## config.mk

```make
export PLATFORM = sky130hd
export DESIGN_NAME = gpio_port_pin_control
export DESIGN_NICKNAME = d
export VERILOG_FILES = /design/src/hdl/pin_sync.v /design/src/hdl/edge_detect.v /design/src/hdl/gpio_port_pin_control.v
export VERILOG_INCLUDE_DIRS = /design/src /design/src/hdl
export SDC_FILE = /design/constraint.sdc
export NUM_CORES = 1
export LEC_CHECK = 0
export BUFFER_PORTS_ARGS = -buffer_cell sky130_fd_sc_hd__buf_2
export CAP_MARGIN = 30
export CORE_ASPECT_RATIO = 2
export CORE_MARGIN = 4
export CORE_UTILIZATION = 46
export DETAILED_ROUTE_END_ITERATION = 16
export PLACE_DENSITY = 0.71
export SETUP_SLACK_MARGIN = 0.02
export SYNTH_ARGS = -nofsm -noshare
export SYNTH_HDL_FRONTEND = slang
export SYNTH_SLANG_ARGS = --single-unit
```

## constraint.sdc

```tcl
create_clock -name clk_i -period 2.4 [get_ports clk_i]
set_clock_uncertainty 0.2 [all_clocks]
set_input_delay 0.24 -clock clk_i [delete_from_list [all_inputs] [get_ports clk_i]]
set_output_delay 0.24 -clock clk_i [all_outputs]
set_load 0.01 [all_outputs]
```

## src/hdl/gpio_port_defs.vh

```
// register indices, field positions, codes and reset values for the port pin controller
`ifndef GPIO_PORT_DEFS_VH
`define GPIO_PORT_DEFS_VH

// register indices (byte address = index * 4)
`define IDX_IRQ_ENABLE_MAIN     7'h23
`define IDX_IRQ_FLAG_MAIN       7'h26
`define IDX_PORT1_PIN_DATA      7'h70
`define IDX_PORT1_EDGE_SELECT   7'h74
`define IDX_PORT4_PIN_DATA      7'h75
`define IDX_PORT4_DIRECTION     7'h76
`define IDX_PORT4_ANALOG_ENABLE 7'h77
`define IDX_PORT4_PULLUP_ENABLE 7'h78
`define IDX_PORT4_PULLDOWN_A    7'h79
`define IDX_PORT4_PULLDOWN_B    7'h7A
`define IDX_PORT4_EDGE_SELECT   7'h7B
`define IDX_PORT4_IRQ_ENABLE    7'h7C
`define IDX_PORT4_IRQ_FLAG      7'h7D
`define IDX_PORT4_OUTPUT_MODE   7'h7E
`define IDX_IRQ_STATUS          7'h60
`define IDX_IRQ_CLEAR           7'h61
`define IDX_IRQ_MASK            7'h62

// bus geometry
`define ADR_IDX_HI 8
`define ADR_IDX_LO 2

// field positions
`define BIT_GLOBAL_EN    7
`define BIT_PIN0_IRQ     0
`define BIT_PWM_B_ROUTE  6
`define BIT_PWM_A_ROUTE  4
`define SHARE_HI         1
`define SHARE_LO         0
`define BIT_PIN6         6
`define BIT_PIN7         7
`define P4_HI            7
`define P4_LO            3
`define PD_A_HI          7
`define PD_A_LO          6
`define EDGE_SEL_HI      1
`define EDGE_SEL_LO      0

// edge detector arming: the shift covers both sync stages and the first real sample
`define ARM_HI    2
`define ARM_CLEAR 3'h0

// pin positions inside the five-wide port vectors (pin 3 at index 0)
`define PIN4 1
`define PIN5 2
`define PIN6 3
`define PIN7 4

// codes
`define EDGE_FALL   2'b00
`define EDGE_RISE   2'b01
`define SHARE_UART  2'b01
`define SHARE_I2C   2'b10

// reset values
`define RST_BYTE 8'h00
`define RST_P4   5'h00
`define RST_MASK 8'hFF
`define ZERO32   32'h00000000

`endif

```

## src/hdl/pin_sync.v

```verilog
// two-flop synchroniser for a bundle of pin levels
`timescale 1ns/1ps
module pin_sync #(
  parameter W = 6
) (
  // clock and reset
  input  wire         clk_i,
  input  wire         rst_i,
  // levels
  input  wire [W-1:0] async_i,
  output wire [W-1:0] sync_o
);

  reg [W-1:0] meta_reg;
  reg [W-1:0] sync_reg;

  // first stage feeds only the second stage
  always @(posedge clk_i) begin
    if (rst_i) begin
      meta_reg <= {W{1'b0}};
      sync_reg <= {W{1'b0}};
    end else begin
      meta_reg <= async_i;
      sync_reg <= meta_reg;
    end
  end

  assign sync_o = sync_reg;

endmodule // pin_sync

```

## src/hdl/edge_detect.v

```verilog
// selectable edge detector on a synchronised pin level
`timescale 1ns/1ps
`include "gpio_port_defs.vh"
module edge_detect (
  // clock and reset
  input  wire       clk_i,
  input  wire       rst_i,
  // level and edge choice
  input  wire       level_i,
  input  wire [1:0] sel_i,
  output wire       event_o
);

  reg             prev_reg;
  reg [`ARM_HI:0] arm_reg;

  // the sync flops leave reset at 0, so an idle-high pin would fake a rise;
  // arm only once prev holds a sample that came through both sync stages
  always @(posedge clk_i) begin
    if (rst_i) begin
      prev_reg <= 1'b0;
      arm_reg  <= `ARM_CLEAR;
    end else begin
      prev_reg <= level_i;
      arm_reg  <= {arm_reg[`ARM_HI-1:0], 1'b1};
    end
  end

  wire armed = arm_reg[`ARM_HI];
  wire rise  = armed & ~prev_reg & level_i;
  wire fall  = armed & prev_reg & ~level_i;

  // 00 falling, 01 rising, 1x either edge
  assign event_o = (sel_i == `EDGE_FALL) ? fall :
                   (sel_i == `EDGE_RISE) ? rise : (rise | fall);

endmodule // edge_detect

```

## src/hdl/gpio_port_pin_control.v

```verilog
// port pin controller: input pin, five-pin bidirectional port, pin interrupts, wishbone registers
// register map: index = byte address / 4, one byte per access in dat[7:0]
//   0x23 irq_enable_main      bit7 global enable, bit0 input pin event enable
//   0x26 irq_flag_main        bit0 input pin event flag, other bits plain storage
//   0x60 irq status           read only: bit7 pin 7, bit6 pin 6, bit0 input pin
//   0x61 irq clear            write only, a 1 clears the matching flag
//   0x62 irq mask             same layout as status, resets to all ones
//   0x70 port1_pin_data       bit0 live level of the input pin, writes ignored
//   0x74 port1_edge_select    bits 1:0 edge choice for the input pin
//   0x75 port4_pin_data       bits 7:3, read gives level or latch by direction
//   0x76 port4_direction      bits 7:3, 1 drives the pin
//   0x77 port4_analog_enable  bits 7:3, 1 hands the pin to its analog channel
//   0x78 port4_pullup_enable  bits 7:3
//   0x79 port4_pulldown_sel_a bits 7:6 for pin 3
//   0x7A port4_pulldown_sel_b two bits a pin, pin 7 in bits 7:6 down to pin 4
//   0x7B port4_edge_select    bits 7:6, 0 falling, 1 rising
//   0x7C port4_irq_enable     bits 7:6
//   0x7D port4_irq_flag       bits 7:6, set by an edge, cleared by software
//   0x7E port4_output_mode    bit6 pulse b to pin 7, bit4 pulse a to pin 6
//                             bits 1:0 shared pins, code 11 behaves as 00
//   unmapped indices answer like any other and read as zero
//
// timing: ack comes one cycle after the request is taken
// pins pass two sync flops, so an edge reaches its flag about three clocks later;
// pulses shorter than a clock may be missed entirely
//
// limitations:
// i2c lines are pushed as plain data from the peripheral, not open drain
// a flag written directly takes the written value, yet an edge in that cycle sets it
// read data is captured on the edge that raises ack, before a write would land
// pin drive and enable are registered, so they follow the registers one clock late
//
// Our own choice: the Wishbone slave port.
`timescale 1ns/1ps
`include "gpio_port_defs.vh"
module gpio_port_pin_control (
  // clock and reset
  input  wire        clk_i,
  input  wire        rst_i,
  // wishbone slave
  input  wire        cyc_i,
  input  wire        stb_i,
  input  wire        we_i,
  input  wire [8:0]  adr_i,
  input  wire [3:0]  sel_i,
  input  wire [31:0] dat_i,
  output reg  [31:0] dat_o,
  output wire        ack_o,
  // interrupt
  output wire        irq_o,
  // first port pin
  input  wire        first_port_pin_i,
  output wire        first_port_pullup_o,
  // second port pins 7..3 (index 0 is pin 3)
  input  wire [4:0]  pin_i,
  output reg  [4:0]  pin_o,
  output reg  [4:0]  pin_oe_o,
  output wire [4:0]  pin_analog_enable_o,
  output wire [4:0]  pin_pullup_o,
  output wire [9:0]  pin_pulldown_select_o,
  // peripherals sharing the pins
  input  wire        pulse_width_out_a_i,
  input  wire        pulse_width_out_b_i,
  input  wire        serial_tx_i,
  output wire        serial_receive_pin_o,
  input  wire        i2c_scl_out_i,
  input  wire        i2c_sda_out_i,
  output wire        i2c_scl_in_o,
  output wire        i2c_sda_in_o,
  output wire        external_irq_source_zero_o
);

  // register bytes
  reg [7:0] irq_enable_main_reg;
  reg [7:0] irq_flag_main_reg;
  reg [7:0] port1_edge_select_reg;
  reg [4:0] port4_pin_data_reg;
  reg [4:0] port4_direction_reg;
  reg [4:0] port4_analog_enable_reg;
  reg [4:0] port4_pullup_enable_reg;
  reg [7:0] port4_pulldown_sel_a_reg;
  reg [7:0] port4_pulldown_sel_b_reg;
  reg [7:0] port4_edge_select_reg;
  reg [7:0] port4_irq_enable_reg;
  reg [7:0] port4_irq_flag_reg;
  reg [7:0] port4_output_mode_reg;
  reg [7:0] irq_mask_reg;
  reg       ack_reg;

  // widen a five-bit port field back to its byte position
  function [7:0] port_byte;
    input [4:0] f;
    begin
      port_byte = {f, 3'b000};
    end
  endfunction

  // register index compare
  function hit;
    input [6:0] idx;
    input [6:0] target;
    begin
      hit = (idx == target);
    end
  endfunction

  // synchronised pins: bit 5 is the first port pin
  wire [5:0] pins_sync;
  pin_sync #(.W(6)) u_sync (
    .clk_i   (clk_i),
    .rst_i   (rst_i),
    .async_i ({first_port_pin_i, pin_i}),
    .sync_o  (pins_sync)
  );
  wire       pin0_level = pins_sync[5];
  wire [4:0] p4_level   = pins_sync[4:0];

  // edge detectors
  wire ev_pin0;
  wire ev_pin6;
  wire ev_pin7;
  edge_detect u_edge0 (
    .clk_i   (clk_i),
    .rst_i   (rst_i),
    .level_i (pin0_level),
    .sel_i   (port1_edge_select_reg[`EDGE_SEL_HI:`EDGE_SEL_LO]),
    .event_o (ev_pin0)
  );
  edge_detect u_edge6 (
    .clk_i   (clk_i),
    .rst_i   (rst_i),
    .level_i (p4_level[`PIN6]),
    .sel_i   ({1'b0, port4_edge_select_reg[`BIT_PIN6]}),
    .event_o (ev_pin6)
  );
  edge_detect u_edge7 (
    .clk_i   (clk_i),
    .rst_i   (rst_i),
    .level_i (p4_level[`PIN7]),
    .sel_i   ({1'b0, port4_edge_select_reg[`BIT_PIN7]}),
    .event_o (ev_pin7)
  );

  // bus decode
  wire [6:0] idx     = adr_i[`ADR_IDX_HI:`ADR_IDX_LO];
  wire       req     = cyc_i & stb_i;
  wire       wr      = req & we_i & ack_reg & sel_i[0];
  wire [7:0] wb      = dat_i[7:0];
  wire [1:0] share   = port4_output_mode_reg[`SHARE_HI:`SHARE_LO];
  wire       clr_wr  = wr & hit(idx, `IDX_IRQ_CLEAR);

  // analog pins read as zero on the digital side
  wire [4:0] dig_in  = p4_level & ~port4_analog_enable_reg;

  // input pins show the live level, output pins the latched data
  wire [4:0] p4_read = (dig_in & ~port4_direction_reg) |
                       (port4_pin_data_reg & port4_direction_reg);

  // status view: pin flags gathered in one byte, same layout as clear and mask
  wire [7:0] irq_status = {port4_irq_flag_reg[`BIT_PIN7], port4_irq_flag_reg[`BIT_PIN6], 5'h00,
                           irq_flag_main_reg[`BIT_PIN0_IRQ]};

  // ack one cycle after the request; a write lands at the ack edge
  always @(posedge clk_i) begin
    if (rst_i) begin
      ack_reg <= 1'b0;
    end else begin
      ack_reg <= req & ~ack_reg;
    end
  end
  assign ack_o = ack_reg;

  // read data captured when the ack is raised; unmapped indices read zero
  always @(posedge clk_i) begin
    if (rst_i) begin
      dat_o <= `ZERO32;
    end else if (req & ~ack_reg) begin
      case (idx)
        `IDX_IRQ_ENABLE_MAIN:     dat_o <= {24'h000000, irq_enable_main_reg};
        `IDX_IRQ_FLAG_MAIN:       dat_o <= {24'h000000, irq_flag_main_reg};
        `IDX_PORT1_PIN_DATA:      dat_o <= {31'h00000000, pin0_level};
        `IDX_PORT1_EDGE_SELECT:   dat_o <= {24'h000000, port1_edge_select_reg};
        `IDX_PORT4_PIN_DATA:      dat_o <= {24'h000000, port_byte(p4_read)};
        `IDX_PORT4_DIRECTION:     dat_o <= {24'h000000, port_byte(port4_direction_reg)};
        `IDX_PORT4_ANALOG_ENABLE: dat_o <= {24'h000000, port_byte(port4_analog_enable_reg)};
        `IDX_PORT4_PULLUP_ENABLE: dat_o <= {24'h000000, port_byte(port4_pullup_enable_reg)};
        `IDX_PORT4_PULLDOWN_A:    dat_o <= {24'h000000, port4_pulldown_sel_a_reg};
        `IDX_PORT4_PULLDOWN_B:    dat_o <= {24'h000000, port4_pulldown_sel_b_reg};
        `IDX_PORT4_EDGE_SELECT:   dat_o <= {24'h000000, port4_edge_select_reg};
        `IDX_PORT4_IRQ_ENABLE:    dat_o <= {24'h000000, port4_irq_enable_reg};
        `IDX_PORT4_IRQ_FLAG:      dat_o <= {24'h000000, port4_irq_flag_reg};
        `IDX_PORT4_OUTPUT_MODE:   dat_o <= {24'h000000, port4_output_mode_reg};
        `IDX_IRQ_STATUS:          dat_o <= {24'h000000, irq_status};
        `IDX_IRQ_MASK:            dat_o <= {24'h000000, irq_mask_reg};
        default:                  dat_o <= `ZERO32;
      endcase
    end
  end

  // plain configuration registers; only implemented bits are stored, except 0x23 and the mask, which keep the whole byte
  always @(posedge clk_i) begin
    if (rst_i) begin
      irq_enable_main_reg      <= `RST_BYTE;
      port1_edge_select_reg    <= `RST_BYTE;
      port4_pin_data_reg       <= `RST_P4;
      port4_direction_reg      <= `RST_P4;
      port4_analog_enable_reg  <= `RST_P4;
      port4_pullup_enable_reg  <= `RST_P4;
      port4_pulldown_sel_a_reg <= `RST_BYTE;
      port4_pulldown_sel_b_reg <= `RST_BYTE;
      port4_edge_select_reg    <= `RST_BYTE;
      port4_irq_enable_reg     <= `RST_BYTE;
      port4_output_mode_reg    <= `RST_BYTE;
      irq_mask_reg             <= `RST_MASK;
    end else if (wr) begin
      if (hit(idx, `IDX_IRQ_ENABLE_MAIN))
        irq_enable_main_reg <= wb;
      if (hit(idx, `IDX_PORT1_EDGE_SELECT))
        port1_edge_select_reg <= {6'h00, wb[`EDGE_SEL_HI:`EDGE_SEL_LO]};
      if (hit(idx, `IDX_PORT4_PIN_DATA))
        port4_pin_data_reg <= wb[`P4_HI:`P4_LO];
      if (hit(idx, `IDX_PORT4_DIRECTION))
        port4_direction_reg <= wb[`P4_HI:`P4_LO];
      if (hit(idx, `IDX_PORT4_ANALOG_ENABLE))
        port4_analog_enable_reg <= wb[`P4_HI:`P4_LO];
      if (hit(idx, `IDX_PORT4_PULLUP_ENABLE))
        port4_pullup_enable_reg <= wb[`P4_HI:`P4_LO];
      if (hit(idx, `IDX_PORT4_PULLDOWN_A))
        port4_pulldown_sel_a_reg <= {wb[`PD_A_HI:`PD_A_LO], 6'h00};
      if (hit(idx, `IDX_PORT4_PULLDOWN_B))
        port4_pulldown_sel_b_reg <= wb;
      if (hit(idx, `IDX_PORT4_EDGE_SELECT))
        port4_edge_select_reg <= {wb[`BIT_PIN7:`BIT_PIN6], 6'h00};
      if (hit(idx, `IDX_PORT4_IRQ_ENABLE))
        port4_irq_enable_reg <= {wb[`BIT_PIN7:`BIT_PIN6], 6'h00};
      if (hit(idx, `IDX_PORT4_OUTPUT_MODE))
        port4_output_mode_reg <= {1'b0, wb[`BIT_PWM_B_ROUTE], 1'b0, wb[`BIT_PWM_A_ROUTE],
                                  2'b00, wb[`SHARE_HI:`SHARE_LO]};
      if (hit(idx, `IDX_IRQ_MASK))
        irq_mask_reg <= wb;
    end
  end

  // flags: a hardware event in the same cycle as a software clear wins
  reg [7:0] irq_flag_main_next;
  reg [7:0] port4_irq_flag_next;
  always @* begin
    irq_flag_main_next  = irq_flag_main_reg;
    port4_irq_flag_next = port4_irq_flag_reg;
    if (wr & hit(idx, `IDX_IRQ_FLAG_MAIN))
      irq_flag_main_next = wb;
    if (wr & hit(idx, `IDX_PORT4_IRQ_FLAG))
      port4_irq_flag_next = {wb[`BIT_PIN7:`BIT_PIN6], 6'h00};
    if (clr_wr) begin
      irq_flag_main_next[`BIT_PIN0_IRQ] = irq_flag_main_next[`BIT_PIN0_IRQ] & ~wb[`BIT_PIN0_IRQ];
      port4_irq_flag_next[`BIT_PIN6]    = port4_irq_flag_next[`BIT_PIN6] & ~wb[`BIT_PIN6];
      port4_irq_flag_next[`BIT_PIN7]    = port4_irq_flag_next[`BIT_PIN7] & ~wb[`BIT_PIN7];
    end
    if (ev_pin0)
      irq_flag_main_next[`BIT_PIN0_IRQ] = 1'b1;
    if (ev_pin6)
      port4_irq_flag_next[`BIT_PIN6] = 1'b1;
    if (ev_pin7)
      port4_irq_flag_next[`BIT_PIN7] = 1'b1;
  end

  always @(posedge clk_i) begin
    if (rst_i) begin
      irq_flag_main_reg  <= `RST_BYTE;
      port4_irq_flag_reg <= `RST_BYTE;
    end else begin
      irq_flag_main_reg  <= irq_flag_main_next;
      port4_irq_flag_reg <= port4_irq_flag_next;
    end
  end

  // pin 0 needs its own enable and the global enable; pins 6/7 their own enable
  wire req_pin0 = irq_status[`BIT_PIN0_IRQ] & irq_enable_main_reg[`BIT_PIN0_IRQ] &
                  irq_enable_main_reg[`BIT_GLOBAL_EN] & irq_mask_reg[`BIT_PIN0_IRQ];
  wire req_pin6 = irq_status[`BIT_PIN6] & port4_irq_enable_reg[`BIT_PIN6] &
                  irq_mask_reg[`BIT_PIN6];
  wire req_pin7 = irq_status[`BIT_PIN7] & port4_irq_enable_reg[`BIT_PIN7] &
                  irq_mask_reg[`BIT_PIN7];
  assign irq_o = req_pin0 | req_pin6 | req_pin7;

  // output data per pin: peripheral when selected, otherwise the data latch
  reg [4:0] pin_out_next;
  always @* begin
    pin_out_next = port4_pin_data_reg;
    if (share == `SHARE_UART)
      pin_out_next[`PIN5] = serial_tx_i;
    else if (share == `SHARE_I2C) begin
      pin_out_next[`PIN4] = i2c_scl_out_i;
      pin_out_next[`PIN5] = i2c_sda_out_i;
    end
    if (port4_output_mode_reg[`BIT_PWM_A_ROUTE])
      pin_out_next[`PIN6] = pulse_width_out_a_i;
    if (port4_output_mode_reg[`BIT_PWM_B_ROUTE])
      pin_out_next[`PIN7] = pulse_width_out_b_i;
  end

  // registered pad drive; analog pins never drive, direction gates the rest
  always @(posedge clk_i) begin
    if (rst_i) begin
      pin_o    <= `RST_P4;
      pin_oe_o <= `RST_P4;
    end else begin
      pin_o    <= pin_out_next;
      pin_oe_o <= port4_direction_reg & ~port4_analog_enable_reg;
    end
  end

  // pad configuration straight from the registers; the input pin pull-up is tied on
  assign pin_analog_enable_o   = port4_analog_enable_reg;
  assign pin_pullup_o          = port4_pullup_enable_reg;
  assign pin_pulldown_select_o = {port4_pulldown_sel_b_reg,
                                  port4_pulldown_sel_a_reg[`PD_A_HI:`PD_A_LO]};
  assign first_port_pullup_o   = 1'b1;

  // peripheral receive paths: idle high when their function is not selected
  assign serial_receive_pin_o       = (share == `SHARE_UART) ? dig_in[`PIN4] : 1'b1;
  assign i2c_scl_in_o               = (share == `SHARE_I2C) ? dig_in[`PIN4] : 1'b1;
  assign i2c_sda_in_o               = (share == `SHARE_I2C) ? dig_in[`PIN5] : 1'b1;
  assign external_irq_source_zero_o = pin0_level;

endmodule // gpio_port_pin_control

```

==> flow_summary.yaml <==
run_status:
  run_status: "complete, no violations"
worst_setup_path:
  endpoint_kind: "register"
  cp_max_fo: 5
  criticalPathCategory: "reg2reg"
  cp_data_required_time_ns: 2.42
  crit_path_top_delay_cell: "sky130_fd_sc_hd__nor3_4"
  setup.reg_to_reg.worst_slack_ns: 0.25
  crit_path_start_kind: "register"
  signal_arrival_time_at_the_worst_endpoint_ns: 2.17
  crit_path_cell_trace: "and4_1, nand2_1, nor3_4, mux2i_1, nor2_1"
  highest_cell_delay_on_the_worst_timing_path_ns: 0.49
logic_synthesis:
  synth_cells: 551
  synth-simple-area-share_pct: 22.6
  share_of_flip_flops_with_an_asynchronous_set_or_reset_after_synthesis_pct: 0
  avgSynthCellArea_um2: 8.93
  synth_top_family_by_area: "simple AND/OR/NAND/NOR gates"
  compound_gate_portion_of_the_synthesized_area_pct: 13.8
  synth.mux.area_fraction_pct: 12.7
  yosys_most_used_dff: "sky130_fd_sc_hd__dfxtp_1"
  synth_top_area_cell: "sky130_fd_sc_hd__dfxtp_1"
  synth_warn: 0
  synth_area_um2: 4920
  yosys.area_share.adder_pct: 0
  seq_area_frac_synth_pct: 41.9
  synth-xor-area-share_pct: 0.534
  post_synth_num_cell_types: 63
  flop_and_latch_count_out_of_synthesis: 103
  synth-edff-count: 0
  ranking_of_synthesized_cells_by_area: "sky130_fd_sc_hd__dfxtp_1, sky130_fd_sc_hd__mux2i_1, sky130_fd_sc_hd__buf_4, sky130_fd_sc_hd__nor2_1, sky130_fd_sc_hd__nand2_1"
  synth.top_cell.area_share_pct: 41.9
min_path:
  min-delay-path-class: "in2reg"
grt:
  track_usage_pct: 24.2
  grt_first_pass_wirelength_mm: 22.9
  grt_overflow_total: 0
  grt_start_max_net_pins: 71
  grt_antenna_before_repair: 0
  first_global_vias: 4302
sta:
  timing.fmax_mhz: 465
  finalWorstSetupSlack_ns: 0.250
  final_min_period_over_clock_period_pct: 89.6
  grt_setup_unrepaired: "no"
  final_slew_viol_count: 0
  setup_violations: 0
  timing.final.hold_violations: 0
  relSlewSlack_pct: 63.1
  totalNegativeSetupSlack_ns: 0
  tightestPinTransition_ns: 0.551
  finalWorstPathRequiredPeriod_ns: 2.15
floorplanning:
  io_pins: 130
  die_h_um: 154
  num_rows: 53
  die_width_um: 81.1
  dieArea_um2: 12500
  core_footprint_um2: 10500
  floorplan.initialDensity_pct: 47.0
final_layout:
  antenna_cells_inserted: 0
  layout.cells.most_common_list: "sky130_fd_sc_hd__dfxtp_1, sky130_fd_sc_hd__buf_2, sky130_fd_sc_hd__nor2_1"
  area_delta_synth_final_pct: 16.5
  layout.nets: 687
  layout_commonest_cell: "sky130_fd_sc_hd__dfxtp_1"
  finalCoreUtilization_pct: 54.7
  drive_gt1_share_pct: 20.1
  postLayoutCellArea_um2: 5730
power_and_ir_drop:
  pwr_density_cell_nw_per_um2: 586
  total_power_w: 0.00336
  total_leakage_power_nw: 2.30
  vdd.ir_drop.worst_uv: 467
drt:
  detailed_route_wire_length_mm: 14.7
  drt.antenna.violating_nets: 0
  remaining_drc_errors: 0
  routed-via-count: 4353
  drt_pre_antenna_iters: 5
  vias_per_cell: 5.67
  post_drt_wl_per_cell_um: 19.1
  first_iter_violations: 328
place:
  placed_area_um2: 5340
  portBuffers: 75
  place_worst_setup_slack_ns: 0.0694
  place_congestion: 0.898
  hpwlAfterDp_mm: 10.9
cts:
  clk_pin_slew_worst_paths_ns: 0.07
  ctsLongestPathBuffers: 2
  postCtsHoldBufs: 12
  numClockSinks: 103
  clock_insertion_delay_at_the_later_pin_of_the_skew_report_ns: 0.35
  cts_root_buffer: "sky130_fd_sc_hd__clkbuf_16"
  cts.repair.resized: 0
  cts_inserted_buffers: 9
  cts_setup_buffers: 0
  clock_tree_from_tritoncts: "done"
  htree_num_levels: 3
flow_run:
  drv_cap: 0
critical path: cells and delay by family (launching register included):
| family | cells | cell delay [ns] |
|---|---|---|
| mux | 1 | 0.25 |
| simple gates | 4 | 1.21 |
| flops | 1 | 0.35 |
stage by stage:
| stage | cells | hold slack, ns |
|---|---|---|
| finish | 768 | 0.0197 |
| global route | 768 | 0.0369 |
| CTS | 768 | 0.00852 |
| detailed placement | 740 | 0.220 |
| global placement | 740 | 0.219 |
| floorplan | 574 | 0.168 |
area by class of cell:
cell class                      count  area (um^2)
Sequential cell                   103         2060
Tap cell                          137          171
Clock buffer                       10          229
Fill cell                         999         4740
Timing Repair Buffer              104          661
Clock inverter                      6         46.3
Multi-Input combinational cell    402         2540
Inverter                            6         22.5
routing by layer:
layer  up-vias  GRT usage (%)  wire, um
li1       2037              -         -
met1      2067           27.4      5340
met2       196           41.3      7650
met3        53           3.38       791
met4         0           15.3       889
met5         -              0         0
power by group:
group	internal, W	total [W]	switching, W
clock network	0.000709	0.00136	0.000655
logic	0.0000889	0.000265	0.000176
registers	0.00172	0.00173	0.00000785
total	0.00252	0.00336	0.000839
synthesized netlist by cell type, drive strengths merged, types with 3 or more instances:
master,n
a221oi,6
o22ai,6
nor2b,26
nor3,11
nor4b,4
clkbuf,21
nand3b,5
nand3,12
inv,5
mux2,5
a211oi,5
a32oi,4
a21oi,26
mux2i,57
buf,42
nor3b,4
o21ai,22
nand2,55
a22oi,9
nand4,7
a22o,3
nor2,66
nand2b,3
dfxtp,103
and3,8
nor4,3
cell families after synthesis:
logic type      count (synthesis)
compound gates                 97
xor+xnor                        3
buf+inv                        69
flops                         103
mux                            62
other cells                     2
simple gates                  215
path summary, 6_finish.rpt:
check,from,end,depth (start not counted)
worst max-delay path,ack_o$_SDFF_PP0_,pin_analog_enable_o[4]$_SDFFE_PP0P_,5
worst min-delay path,dat_i[0],port4_output_mode_reg[0]$_SDFFE_PP0P_,3
worst max register to register,ack_o$_SDFF_PP0_,pin_analog_enable_o[4]$_SDFFE_PP0P_,5
worst min register to register,u_sync.meta_reg[4]$_SDFF_PP0_,u_sync.sync_o[4]$_SDFF_PP0_,1
(Power assumes the default switching activity.)
